[src/logic/lcdcd_pkg.sv]
// constants for the lcd command decoder and display controller
package lcdcd_pkg;
  // drive mode codes held in the mode-set low bits
  localparam logic [1:0] MODE_STATIC = 2'h1;
  localparam logic [1:0] MODE_MUX2 = 2'h2;
  localparam logic [1:0] MODE_MUX3 = 2'h3;
  localparam logic [1:0] MODE_MUX4 = 2'h0;
  // opcode patterns and their masks
  localparam logic [7:0] OPC_MODE_MASK = 8'hf0;
  localparam logic [7:0] OPC_MODE_VAL = 8'hc0;
  localparam logic [7:0] OPC_PTR_MASK = 8'h80;
  localparam logic [7:0] OPC_PTR_VAL = 8'h00;
  localparam logic [7:0] OPC_SUB_MASK = 8'hf8;
  localparam logic [7:0] OPC_SUB_VAL = 8'he0;
  localparam logic [7:0] OPC_BANK_MASK = 8'hfc;
  localparam logic [7:0] OPC_BANK_VAL = 8'hf8;
  localparam logic [7:0] OPC_BLINK_MASK = 8'hf8;
  localparam logic [7:0] OPC_BLINK_VAL = 8'hf0;
  // field positions inside command and control bytes
  localparam int BIT_ENABLE = 3;
  localparam int BIT_BIAS = 2;
  localparam int BIT_IN_BANK = 1;
  localparam int BIT_OUT_BANK = 0;
  localparam int BIT_BLINK_ALT = 2;
  localparam int BIT_MORE_CTRL = 7;
  localparam int BIT_ROUTE = 6;
  // display ram geometry
  localparam int RAM_DEPTH = 80;
  localparam logic [6:0] PTR_LAST = 7'h4f;
  // apb register byte offsets
  localparam logic [7:0] REG_STATUS = 8'h00;
  localparam logic [7:0] REG_RAM_ADDR = 8'h04;
  localparam logic [7:0] REG_RAM_DATA = 8'h08;
  localparam logic [7:0] REG_HW_SUB = 8'h0c;
  // status word field positions
  localparam int ST_MODE = 0;
  localparam int ST_BIAS = 2;
  localparam int ST_ENABLE = 3;
  localparam int ST_IN_BANK = 4;
  localparam int ST_OUT_BANK = 5;
  localparam int ST_BLINK = 6;
  localparam int ST_BLINK_ALT = 8;
  localparam int ST_PTR = 16;
  localparam int ST_SUB = 24;
  // reset values
  localparam logic [1:0] RST_MODE = 2'h0;
  localparam logic [6:0] RST_PTR = 7'h00;
  localparam logic [2:0] RST_SUB = 3'h0;
endpackage

[src/logic/lcdcd_top.sv]
// command decoder and display controller of a segment lcd driver
//
// The register offsets and the APB interface to the registers were left to the implementer.
`timescale 1ns/1ps
module lcdcd_top (
  input wire logic sys_clk,
  input wire logic rst_n,
  input wire logic xfer_start,
  input wire logic rx_valid,
  input wire logic [7:0] rx_byte,
  output logic rx_ready,
  output logic ack_valid,
  output logic ack_ok,
  input wire logic [2:0] hw_subaddr,
  output logic display_enable,
  output logic bias_half,
  output logic [1:0] drive_mode,
  output logic in_bank_sel,
  output logic out_bank_sel,
  output logic blink_alt,
  output logic [1:0] blink_rate_code,
  input wire logic psel,
  input wire logic penable,
  input wire logic pwrite,
  input wire logic [7:0] paddr,
  input wire logic [31:0] pwdata,
  output logic [31:0] prdata,
  output logic pready,
  output logic pslverr
);
  typedef enum logic [1:0] {
    PH_CTRL = 2'b00,
    PH_ONE = 2'b01,
    PH_STREAM = 2'b10
  } lcdcd_phase_t;
  // bits written per ram address for each drive mode
  function automatic logic [2:0] lcdcd_bits(input logic [1:0] m);
    unique case (m)
      lcdcd_pkg::MODE_STATIC: lcdcd_bits = 3'h1;
      lcdcd_pkg::MODE_MUX2: lcdcd_bits = 3'h2;
      lcdcd_pkg::MODE_MUX3: lcdcd_bits = 3'h3;
      lcdcd_pkg::MODE_MUX4: lcdcd_bits = 3'h4;
    endcase
  endfunction
  // true in the modes that own an alternate bank
  function automatic logic lcdcd_two_bank(input logic [1:0] m);
    lcdcd_two_bank = (m == lcdcd_pkg::MODE_STATIC) ||
                     (m == lcdcd_pkg::MODE_MUX2);
  endfunction
  // merge the top k source bits into a ram nibble at base
  function automatic logic [3:0] lcdcd_merge(input logic [3:0] old,
      input logic [7:0] src, input logic [2:0] k, input logic base);
    logic [3:0] r;
    int pos;
    r = old;
    for (int i = 0; i < 4; i++) begin
      pos = i + (base ? 2 : 0);
      if (i < int'(k) && pos < 4) begin
        r[pos] = src[7 - i];
      end
    end
    lcdcd_merge = r;
  endfunction
  logic [2:0] sub_meta, sub_sync, sub_cnt;
  lcdcd_phase_t phase;
  logic [6:0] data_ptr, ram_addr;
  logic [7:0] wr_bits;
  logic [3:0] wr_left;
  logic [3:0] ram [lcdcd_pkg::RAM_DEPTH];
  logic route_ram, in_bank, out_bank, blink_alt_raw;
  logic take, is_ctrl, is_cmd, is_data, sub_match, wr_busy, wr_now;
  logic op_mode, op_ptr, op_sub, op_bank, op_blink;
  ////////////////////////////////////////////////////////////////
  // strap pins pass two flops
  always_ff @(posedge sys_clk or negedge rst_n) begin
    if (!rst_n) begin
      sub_meta <= 3'h0;
      sub_sync <= 3'h0;
    end else begin
      sub_meta <= hw_subaddr;
      sub_sync <= sub_meta;
    end
  end

  ////////////////////////////////////////////////////////////////
  // byte classification
  assign wr_busy = (wr_left != 4'h0);
  assign rx_ready = !wr_busy;
  assign take = rx_valid && rx_ready;
  assign is_ctrl = take && (phase == PH_CTRL);
  assign is_cmd = take && (phase != PH_CTRL) && !route_ram;
  assign is_data = take && (phase != PH_CTRL) && route_ram;
  assign sub_match = (sub_cnt == sub_sync);
  // opcode match on leading bits
  assign op_mode = ((rx_byte & lcdcd_pkg::OPC_MODE_MASK) ==
                    lcdcd_pkg::OPC_MODE_VAL);
  assign op_ptr = ((rx_byte & lcdcd_pkg::OPC_PTR_MASK) ==
                   lcdcd_pkg::OPC_PTR_VAL) &&
                  (rx_byte[6:0] <= lcdcd_pkg::PTR_LAST);
  assign op_sub = ((rx_byte & lcdcd_pkg::OPC_SUB_MASK) ==
                   lcdcd_pkg::OPC_SUB_VAL);
  assign op_bank = ((rx_byte & lcdcd_pkg::OPC_BANK_MASK) ==
                    lcdcd_pkg::OPC_BANK_VAL);
  assign op_blink = ((rx_byte & lcdcd_pkg::OPC_BLINK_MASK) ==
                     lcdcd_pkg::OPC_BLINK_VAL);

  ////////////////////////////////////////////////////////////////
  // control byte sequencing
  always_ff @(posedge sys_clk or negedge rst_n) begin
    if (!rst_n) begin
      phase <= PH_CTRL;
      route_ram <= 1'b0;
    end else if (xfer_start) begin
      phase <= PH_CTRL;
    end else if (is_ctrl) begin
      route_ram <= rx_byte[lcdcd_pkg::BIT_ROUTE];
      phase <= rx_byte[lcdcd_pkg::BIT_MORE_CTRL] ? PH_ONE
                                                 : PH_STREAM;
    end else if (take && phase == PH_ONE) begin
      phase <= PH_CTRL;
    end
  end

  ////////////////////////////////////////////////////////////////
  // acknowledge decision, one cycle after each byte
  always_ff @(posedge sys_clk or negedge rst_n) begin
    if (!rst_n) begin
      ack_valid <= 1'b0;
      ack_ok <= 1'b0;
    end else begin
      ack_valid <= take;
      ack_ok <= take && (is_ctrl || sub_match);
    end
  end

  ////////////////////////////////////////////////////////////////
  // mode set fields
  always_ff @(posedge sys_clk or negedge rst_n) begin
    if (!rst_n) begin
      display_enable <= 1'b0;
      bias_half <= 1'b0;
      drive_mode <= lcdcd_pkg::RST_MODE;
    end else if (is_cmd && op_mode) begin
      display_enable <= rx_byte[lcdcd_pkg::BIT_ENABLE];
      bias_half <= rx_byte[lcdcd_pkg::BIT_BIAS];
      drive_mode <= rx_byte[1:0];
    end
  end

  ////////////////////////////////////////////////////////////////
  // bank select, refused without an alternate bank
  always_ff @(posedge sys_clk or negedge rst_n) begin
    if (!rst_n) begin
      in_bank <= 1'b0;
      out_bank <= 1'b0;
    end else if (is_cmd && op_bank && lcdcd_two_bank(drive_mode)) begin
      in_bank <= rx_byte[lcdcd_pkg::BIT_IN_BANK];
      out_bank <= rx_byte[lcdcd_pkg::BIT_OUT_BANK];
    end
  end
  // bank choices have no effect in three or four backplanes
  assign in_bank_sel = in_bank && lcdcd_two_bank(drive_mode);
  assign out_bank_sel = out_bank && lcdcd_two_bank(drive_mode);

  ////////////////////////////////////////////////////////////////
  // blink select
  always_ff @(posedge sys_clk or negedge rst_n) begin
    if (!rst_n) begin
      blink_alt_raw <= 1'b0;
      blink_rate_code <= 2'h0;
    end else if (is_cmd && op_blink) begin
      blink_alt_raw <= rx_byte[lcdcd_pkg::BIT_BLINK_ALT] &&
                       lcdcd_two_bank(drive_mode);
      blink_rate_code <= rx_byte[1:0];
    end
  end
  // alternation only where a second bank exists
  assign blink_alt = blink_alt_raw && lcdcd_two_bank(drive_mode);
  ////////////////////////////////////////////////////////////////
  // data pointer and subaddress counter, auto increment on fill
  assign wr_now = wr_busy;
  always_ff @(posedge sys_clk or negedge rst_n) begin
    if (!rst_n) begin
      data_ptr <= lcdcd_pkg::RST_PTR;
      sub_cnt <= lcdcd_pkg::RST_SUB;
    end else if (wr_now) begin
      if (data_ptr == lcdcd_pkg::PTR_LAST) begin
        data_ptr <= 7'h00;
        sub_cnt <= sub_cnt + 3'h1;
      end else begin
        data_ptr <= data_ptr + 7'h1;
      end
    end else if (is_cmd && op_ptr) begin
      data_ptr <= rx_byte[6:0];
    end else if (is_cmd && op_sub) begin
      sub_cnt <= rx_byte[2:0];
    end
  end

  ////////////////////////////////////////////////////////////////
  // display byte unpacking, one ram address per cycle
  always_ff @(posedge sys_clk or negedge rst_n) begin
    if (!rst_n) begin
      wr_bits <= 8'h00;
      wr_left <= 4'h0;
    end else if (is_data) begin
      wr_bits <= rx_byte;
      wr_left <= (drive_mode == lcdcd_pkg::MODE_STATIC) ? 4'h8 :
                 (drive_mode == lcdcd_pkg::MODE_MUX2) ? 4'h4 :
                 (drive_mode == lcdcd_pkg::MODE_MUX3) ? 4'h3 : 4'h2;
    end else if (wr_busy) begin
      wr_bits <= wr_bits << lcdcd_bits(drive_mode);
      wr_left <= wr_left - 4'h1;
    end
  end
  ////////////////////////////////////////////////////////////////
  // display ram store, gated by subaddress match
  always_ff @(posedge sys_clk) begin
    if (wr_now && sub_match) begin
      // last of three three-bit steps carries only two bits
      ram[data_ptr] <= lcdcd_merge(ram[data_ptr], wr_bits,
          (wr_left == 4'h1 && drive_mode == lcdcd_pkg::MODE_MUX3) ?
          3'h2 : lcdcd_bits(drive_mode), in_bank_sel);
    end
  end
  ////////////////////////////////////////////////////////////////
  // apb slave: answer loaded in setup, zero wait access
  assign pready = psel && penable;
  always_ff @(posedge sys_clk or negedge rst_n) begin
    if (!rst_n) begin
      ram_addr <= 7'h00;
    end else if (pready && pwrite && paddr == lcdcd_pkg::REG_RAM_ADDR) begin
      ram_addr <= pwdata[6:0];
    end
  end

  // read data and error captured in the setup cycle
  always_ff @(posedge sys_clk or negedge rst_n) begin
    if (!rst_n) begin
      prdata <= 32'h0;
      pslverr <= 1'b0;
    end else if (psel && !penable) begin
      prdata <= 32'h0;
      pslverr <= 1'b0;
      unique case (paddr)
        lcdcd_pkg::REG_STATUS: begin
          prdata[lcdcd_pkg::ST_MODE +: 2] <= drive_mode;
          prdata[lcdcd_pkg::ST_BIAS] <= bias_half;
          prdata[lcdcd_pkg::ST_ENABLE] <= display_enable;
          prdata[lcdcd_pkg::ST_IN_BANK] <= in_bank_sel;
          prdata[lcdcd_pkg::ST_OUT_BANK] <= out_bank_sel;
          prdata[lcdcd_pkg::ST_BLINK +: 2] <= blink_rate_code;
          prdata[lcdcd_pkg::ST_BLINK_ALT] <= blink_alt;
          prdata[lcdcd_pkg::ST_PTR +: 7] <= data_ptr;
          prdata[lcdcd_pkg::ST_SUB +: 3] <= sub_cnt;
          pslverr <= pwrite;
        end
        lcdcd_pkg::REG_RAM_ADDR: prdata[6:0] <= ram_addr;
        lcdcd_pkg::REG_RAM_DATA: begin
          prdata[3:0] <= (ram_addr <= lcdcd_pkg::PTR_LAST) ?
                         ram[ram_addr] : 4'h0;
          pslverr <= pwrite;
        end
        lcdcd_pkg::REG_HW_SUB: begin
          prdata[2:0] <= sub_sync;
          pslverr <= pwrite;
        end
        default: pslverr <= 1'b1;
      endcase
    end
  end
endmodule

[config.mk]
export PLATFORM = sky130hd
export DESIGN_NAME = lcdcd_top
export DESIGN_NICKNAME = d
export VERILOG_FILES = /design/src/logic/lcdcd_pkg.sv /design/src/logic/lcdcd_top.sv
export SDC_FILE = /design/constraint.sdc
export NUM_CORES = 1
export LEC_CHECK = 0
export BUFFER_PORTS_ARGS = -buffer_cell sky130_fd_sc_hd__buf_2
export CORE_MARGIN = 4
export CORE_UTILIZATION = 40
export CTS_CLUSTER_DIAMETER = 120
export DETAILED_ROUTE_END_ITERATION = 8
export PLACE_DENSITY_LB_ADDON = 0.05
export SLEW_MARGIN = 0
export SYNTH_ARGS = -nofsm -noshare
export SYNTH_HDL_FRONTEND = slang
export SYNTH_SLANG_ARGS = --single-unit
[constraint.sdc]
create_clock -name sys_clk -period 6.45 [get_ports sys_clk]
set_input_delay 1.29 -clock sys_clk [delete_from_list [all_inputs] [get_ports sys_clk]]
set_output_delay 1.29 -clock sys_clk [all_outputs]
set_load 0.02 [all_outputs]
==> results of run 1 <==
==> per-layer routing <==
metal,vias up,share of wire,wire length (um)
li1,5610,-,-
met1,6718,0.42,27100
met2,618,0.46,30000
met3,128,0.084,5420
met4,2,0.034,2220
met5,-,0.00023,15
==> flip-flops by register name (all words and copies together) (netlist names) <==
register / flops
ram: 320
prdata: 19
wr_bits: 8
data_ptr: 7
ram_addr: 7
wr_left: 4
sub_cnt: 3
sub_meta: 3
sub_sync: 3
blink_rate_code: 2
drive_mode: 2
phase: 2
ack_ok: 1
ack_valid: 1
bias_half: 1
blink_alt_raw: 1
display_enable: 1
in_bank: 1
out_bank: 1
pslverr: 1
route_ram: 1
==> cells in the mapped netlist (all sizes together), types with 4 or more instances <==
| cell | instances |
|---|---|
| edfxtp | 320 |
| nor2 | 131 |
| mux4 | 84 |
| dfrtp | 69 |
| buf | 66 |
| mux2 | 66 |
| nand2 | 66 |
| o21ai | 63 |
| mux2i | 56 |
| a221oi | 52 |
| a21oi | 44 |
| clkbuf | 40 |
| a22oi | 31 |
| a22o | 25 |
| inv | 23 |
| nand3 | 18 |
| nor2b | 18 |
| a31oi | 16 |
| a221o | 14 |
| nor3 | 14 |
| a32oi | 11 |
| and2 | 11 |
| o22ai | 11 |
| ha | 10 |
| o211ai | 8 |
| and3 | 7 |
| nand2b | 7 |
| nand3b | 7 |
| o221ai | 7 |
| a211oi | 6 |
| a21o | 5 |
| nand4 | 4 |
| nor3b | 4 |
| nor4 | 4 |
| or2 | 4 |
| or3 | 4 |
==> through the flow <==
| stage | instance area (um2) | instances | util | hold slack [ps] |
|---|---|---|---|---|
| floorplan | 19200 | 1384 | - | 331 |
| global placement | 20100 | 1985 | 0.428 | 342 |
| detailed placement | 20100 | 1985 | 0.428 | 335 |
| CTS | 21500 | 2067 | 0.458 | 345 |
| global route | 21500 | 2067 | 0.458 | 351 |
| finish | 21500 | 2067 | 0.458 | 345 |
==> where the power goes <==
group,internal (mW),switching [mW]
Clock,1.42,1.03
Combinational,0.833,2.00
Sequential,3.29,0.247
==> final timing paths <==
check / from / end / slack [ps] / depth (start not counted)
setup / recovery: data_ptr[0]$_DFFE_PN0P_ / ram[62][0]$_DFFE_PP_ / 2050 / 8
hold / removal: sub_meta[0]$_DFF_PN0_ / sub_sync[0]$_DFF_PN0_ / 340 / 0
setup reg to reg: data_ptr[0]$_DFFE_PN0P_ / ram[62][0]$_DFFE_PP_ / 2050 / 8
hold reg to reg: sub_meta[0]$_DFF_PN0_ / sub_sync[0]$_DFF_PN0_ / 340 / 0
max in group asynchronous: rst_n / ram_addr[0]$_DFFE_PN0P_ / 4890 / 1
min in group asynchronous: rst_n / wr_left[2]$_DFFE_PN0P_ / 830 / 1
==> layout by cell type (no fill, tap or decap), types with 44 or more instances in the layout <==
cell type  instances
o21ai_0           62
a21oi_1           44
clkbuf_16         46
a221oi_1          52
nor2_1           128
mux2i_1           56
nand2_1           66
dfrtp_1           63
mux4_2            84
mux2_2            66
buf_2             64
edfxtp_1         320
==> logic make-up (layout without fill, tap and decap cells) <==
group / after synthesis / after routing / synth area share
other: 1 / 13 / 0.000196
and+or+nand+nor: 305 / 305 / 0.0741
adders and majority gates: 10 / 10 / 0.00655
muxes: 206 / 206 / 0.167
AOI/OAI and AO/OA: 328 / 328 / 0.125
xor gates and xnor gates: 3 / 3 / 0.00138
DFF: 389 / 389 / 0.593
buffers and inverters: 130 / 206 / 0.0325
==> cell type report <==
| class | instances | area [um2] | share of cell area |
|---|---|---|---|
| Clock inverter | 27 | 214 | 0.00997 |
| Clock buffer | 55 | 1180 | 0.0552 |
| Multi-Input combinational cell | 865 | 7250 | 0.338 |
| Sequential cell | 389 | 11400 | 0.529 |
| Tap cell | 607 | 759 | 0.0354 |
| Inverter | 24 | 90.1 | 0.00420 |
| Timing Repair Buffer | 100 | 603 | 0.0281 |
==> worst max-delay path, cell delays in order, from the launching register on <==
cell	delay, ps
dfrtp_2	660
inv_1	850
buf_4	380
a221oi_1	70
or2_2	340
a32oi_1	280
a31oi_1	290
a32oi_4	380
buf_4	690
==> metrics, run 1 <==
final wirelength 64700 um; GR Util met3 0.0554; post-synthesis sequential area ratio 0.593; M1 GR Usage 0.347; post-CTS setup buffers 0; busiest grt layer met2; Worst-Skew Late Latency 580 ps; Peak VDD IR 0.206 mV; CTS clk-pin slew, worst paths 60 ps; Die Wd 227 um; Pre-antenna DRT Iters 5; Critical Path RT 6700 ps; antenna-violating nets left 0; Tightest Hold Check Type reg2reg; # fillers 4183; FP Rows 79; fin crit period 4400 ps; GR Util met2 0.395; clk sink count 389; PortBufs 65; Leak Pwr 7.22 nW; Synth top area share 0.503; Worst Skew 18.6 ps; H-tree lvl count 2; critical path class reg2reg; synth warn 0; Worst EP arrival 4650 ps; I/O pin count 104; # resized after CTS 0; n_diodes 0; root buf cell clkbuf_16; Initial Util 0.408; Setup crit end kind flop; setup_tns 0 ps; Max Freq 227 MHz; DR vias/cell 6.33; Rel. slew slack 0.308; TritonCTS clock tree done; initial antenna violation count 1; total die area 51300 um2; share of cells above drive strength 1 0.233; max cap viols 0; hold_buf cts 0; Core ar. 46900 um2; worst setup margin 2050 ps; DR WL/cell 31.3 um; DIE HEIGHT 227 um; total gr overflow 0; status complete, no violations; Setup-failing EPs final 0; Synth Instances 1372; Most used DFF post-synth edfxtp_1; largest cells by area after synthesis edfxtp_1 (50%), mux4_2 (9.9%), dfrtp_1 (9.0%); DRC Markers 0; Async SR Flop Fraction 0.177; DP Worst Slack 2190 ps; pwr dens 411 nW/um2; fin crit share 0.682; largest net degree at the start of global routing 73; Pins Over Slew Limit 0; P&R area growth vs syn 12.3%; Avg Cell Area, Syn 13.9 um2; initial DRC count 1562; EDFF count, synth 320; NumNets Final 1492; Synth Register Bits 389; Max clock buf depth 3; global-route wire length before repair 93200 um; GRT Overall Usage 0.251; RSZ-0062 raised after global routing no; Via Count 13100; vias in the first global route 13000; Synth Cell Area 19100 um2; Final GP Congestion 0.852; Worst-Margin Slew 1020 ps; CTS buffer count 44; Cell variety after synth 73; area leader, netlist edfxtp_1; Tot Pwr 8.82 mW; worst-path maximum fanout 72; Detailed Place HPWL 43300 um; CP startpoint kind flop; Fin. Hold Viols 0
Note: power is estimated with default switching activity, not from simulation.
==> inputs of run 2 (changes only) <==
Clock period 6.45 ns to 3.58 ns, I/O delays scaled along.
==> metrics, run 2 (synthesis results as in run 1) <==
status complete, no violations; Pre-antenna DRT Iters 5; Max clock buf depth 3; Final GP Congestion 0.947; initial antenna violation count 0; total die area 51300 um2; CP startpoint kind flop; P&R area growth vs syn 17.1%; max cap viols 0; WHS Path Cells 1; RR Startpoint data_ptr[2]$_DFFE_PN0P_; CTS clk-pin slew, worst paths 60 ps; vias in the first global route 13400; CP cell instances inv_1 -> buf_4 -> a221oi_1 -> o221ai_1 -> o211a_1 -> o21ai_0 -> a32oi_4 -> buf_4; Die Wd 227 um; DIE HEIGHT 227 um; global-route wire length before repair 94900 um; total gr overflow 0; worst reg-to-reg setup slack 190 ps; most used cell, CP buf_4; R2R cell count 8; clk sink count 389; fin crit period 3390 ps; largest registers ram (320), prdata (19), wr_bits (8); final wirelength 66000 um; Worst EP arrival 3670 ps; RSZ-0062 raised after global routing no; GRT Overall Usage 0.256; worst-path maximum fanout 24; DR WL/cell 30.5 um; hold_buf cts 0; DP Worst Slack 132 ps; PortBufs 65; TritonCTS clock tree done; most common cell after layout, fill and taps aside edfxtp_1; Hold Path Sink sub_meta[1]$_DFF_PN0_; Critical Path RT 3870 ps; Pins Over Slew Limit 0; critical path class reg2reg; root buf cell clkbuf_16; Top reg by flops ram; max reg flops 320; reg2reg end ram[3][2]$_DFFE_PP_; Setup-failing EPs final 0; fin crit share 0.946; Worst Skew 32.2 ps; initial DRC count 1403; pwr dens 746 nW/um2; Initial Util 0.408; CP peak stage delay 670 ps; setup_tns 0 ps; DR vias/cell 6.28; Peak VDD IR 0.515 mV; Rel. slew slack 0.354; Fin. Hold Viols 0; Leak Pwr 7.75 nW; Min-Delay Startpoint hw_subaddr[1]; commonest non-fill, non-tap cells in the layout edfxtp_1 (320), nor2_1 (129), buf_4 (122); largest net degree at the start of global routing 70; slowest CP cell dfrtp_4; FP Rows 79; Setup crit end kind flop; antenna-violating nets left 0; n_diodes 0; Max Freq 295 MHz; CP startpoint data_ptr[2]$_DFFE_PN0P_; Worst-Skew Late Latency 590 ps; Tightest Hold Check Type in2reg; Core ar. 46900 um2; I/O pin count 104; share of cells above drive strength 1 0.283; CTS buffer count 43; DRC Markers 0; worst setup margin 194 ps; Detailed Place HPWL 48200 um; NumNets Final 1592; Worst-Margin Slew 970 ps; Tot Pwr 16.7 mW; Via Count 13600; H-tree lvl count 2
run 2: layout make-up:
type                            count  area [um2]
Clock buffer                       52        1140
Sequential cell                   389       11400
Tap cell                          607         759
Timing Repair Buffer              201        1540
Multi-Input combinational cell    865        7240
Inverter                           24        90.1
Clock inverter                     27         258
Fill cell                        4129       24500
run 2: report_power, final:
group | switching [mW] | total, mW | internal (mW)
registers | 0.308 | 6.21 | 5.91
logic | 3.87 | 6.05 | 2.18
clock network | 1.87 | 4.44 | 2.57
run 2: metal layers:
metal | wire, um | global-route usage | vias to the layer above
met5 | 0 | 0 | -
li1 | - | - | 5803
met2 | 30500 | 0.404 | 691
met3 | 5360 | 0.0558 | 160
met4 | 2840 | 0.0962 | 0
met1 | 27300 | 0.351 | 6949
run 2: repair_timing:
| item | in CTS | in global routing |
|---|---|---|
| gates resized for setup | 0 | 1 |
| buffers inserted | 0 | 0 |
| setup endpoints to repair | 0 | 2 |
run 2: critical path: cells and delay by family (launching register included):
family	cells	cell delay, ps
DFF	1	670
AOI/OAI and AO/OA	5	1310
buffers and inverters	3	1080
run 2: metrics by stage:
stage	instances	util	instance area [um2]	hold WS [ps]
5_1_grt	2165	0.478	22400	210
3_3_place_gp	2086	0.448	21000	333
2_1_floorplan	1384	-	19200	331
3_5_place_dp	2086	0.448	21000	345
6_report	2165	0.478	22400	239
4_1_cts	2165	0.478	22400	202
run 2: how the worst max path moves through the flow:
stage,endpoint,slack [ps],depth (start not counted)
floorplan,ram[0][3]$_DFFE_PP_,140,9
global placement,ram[56][0]$_DFFE_PP_,120,10
detailed placement,ram[57][0]$_DFFE_PP_,130,10
CTS,ram[59][0]$_DFFE_PP_,90,10
global route,ram[59][0]$_DFFE_PP_,170,10
finish,ram[3][2]$_DFFE_PP_,190,8
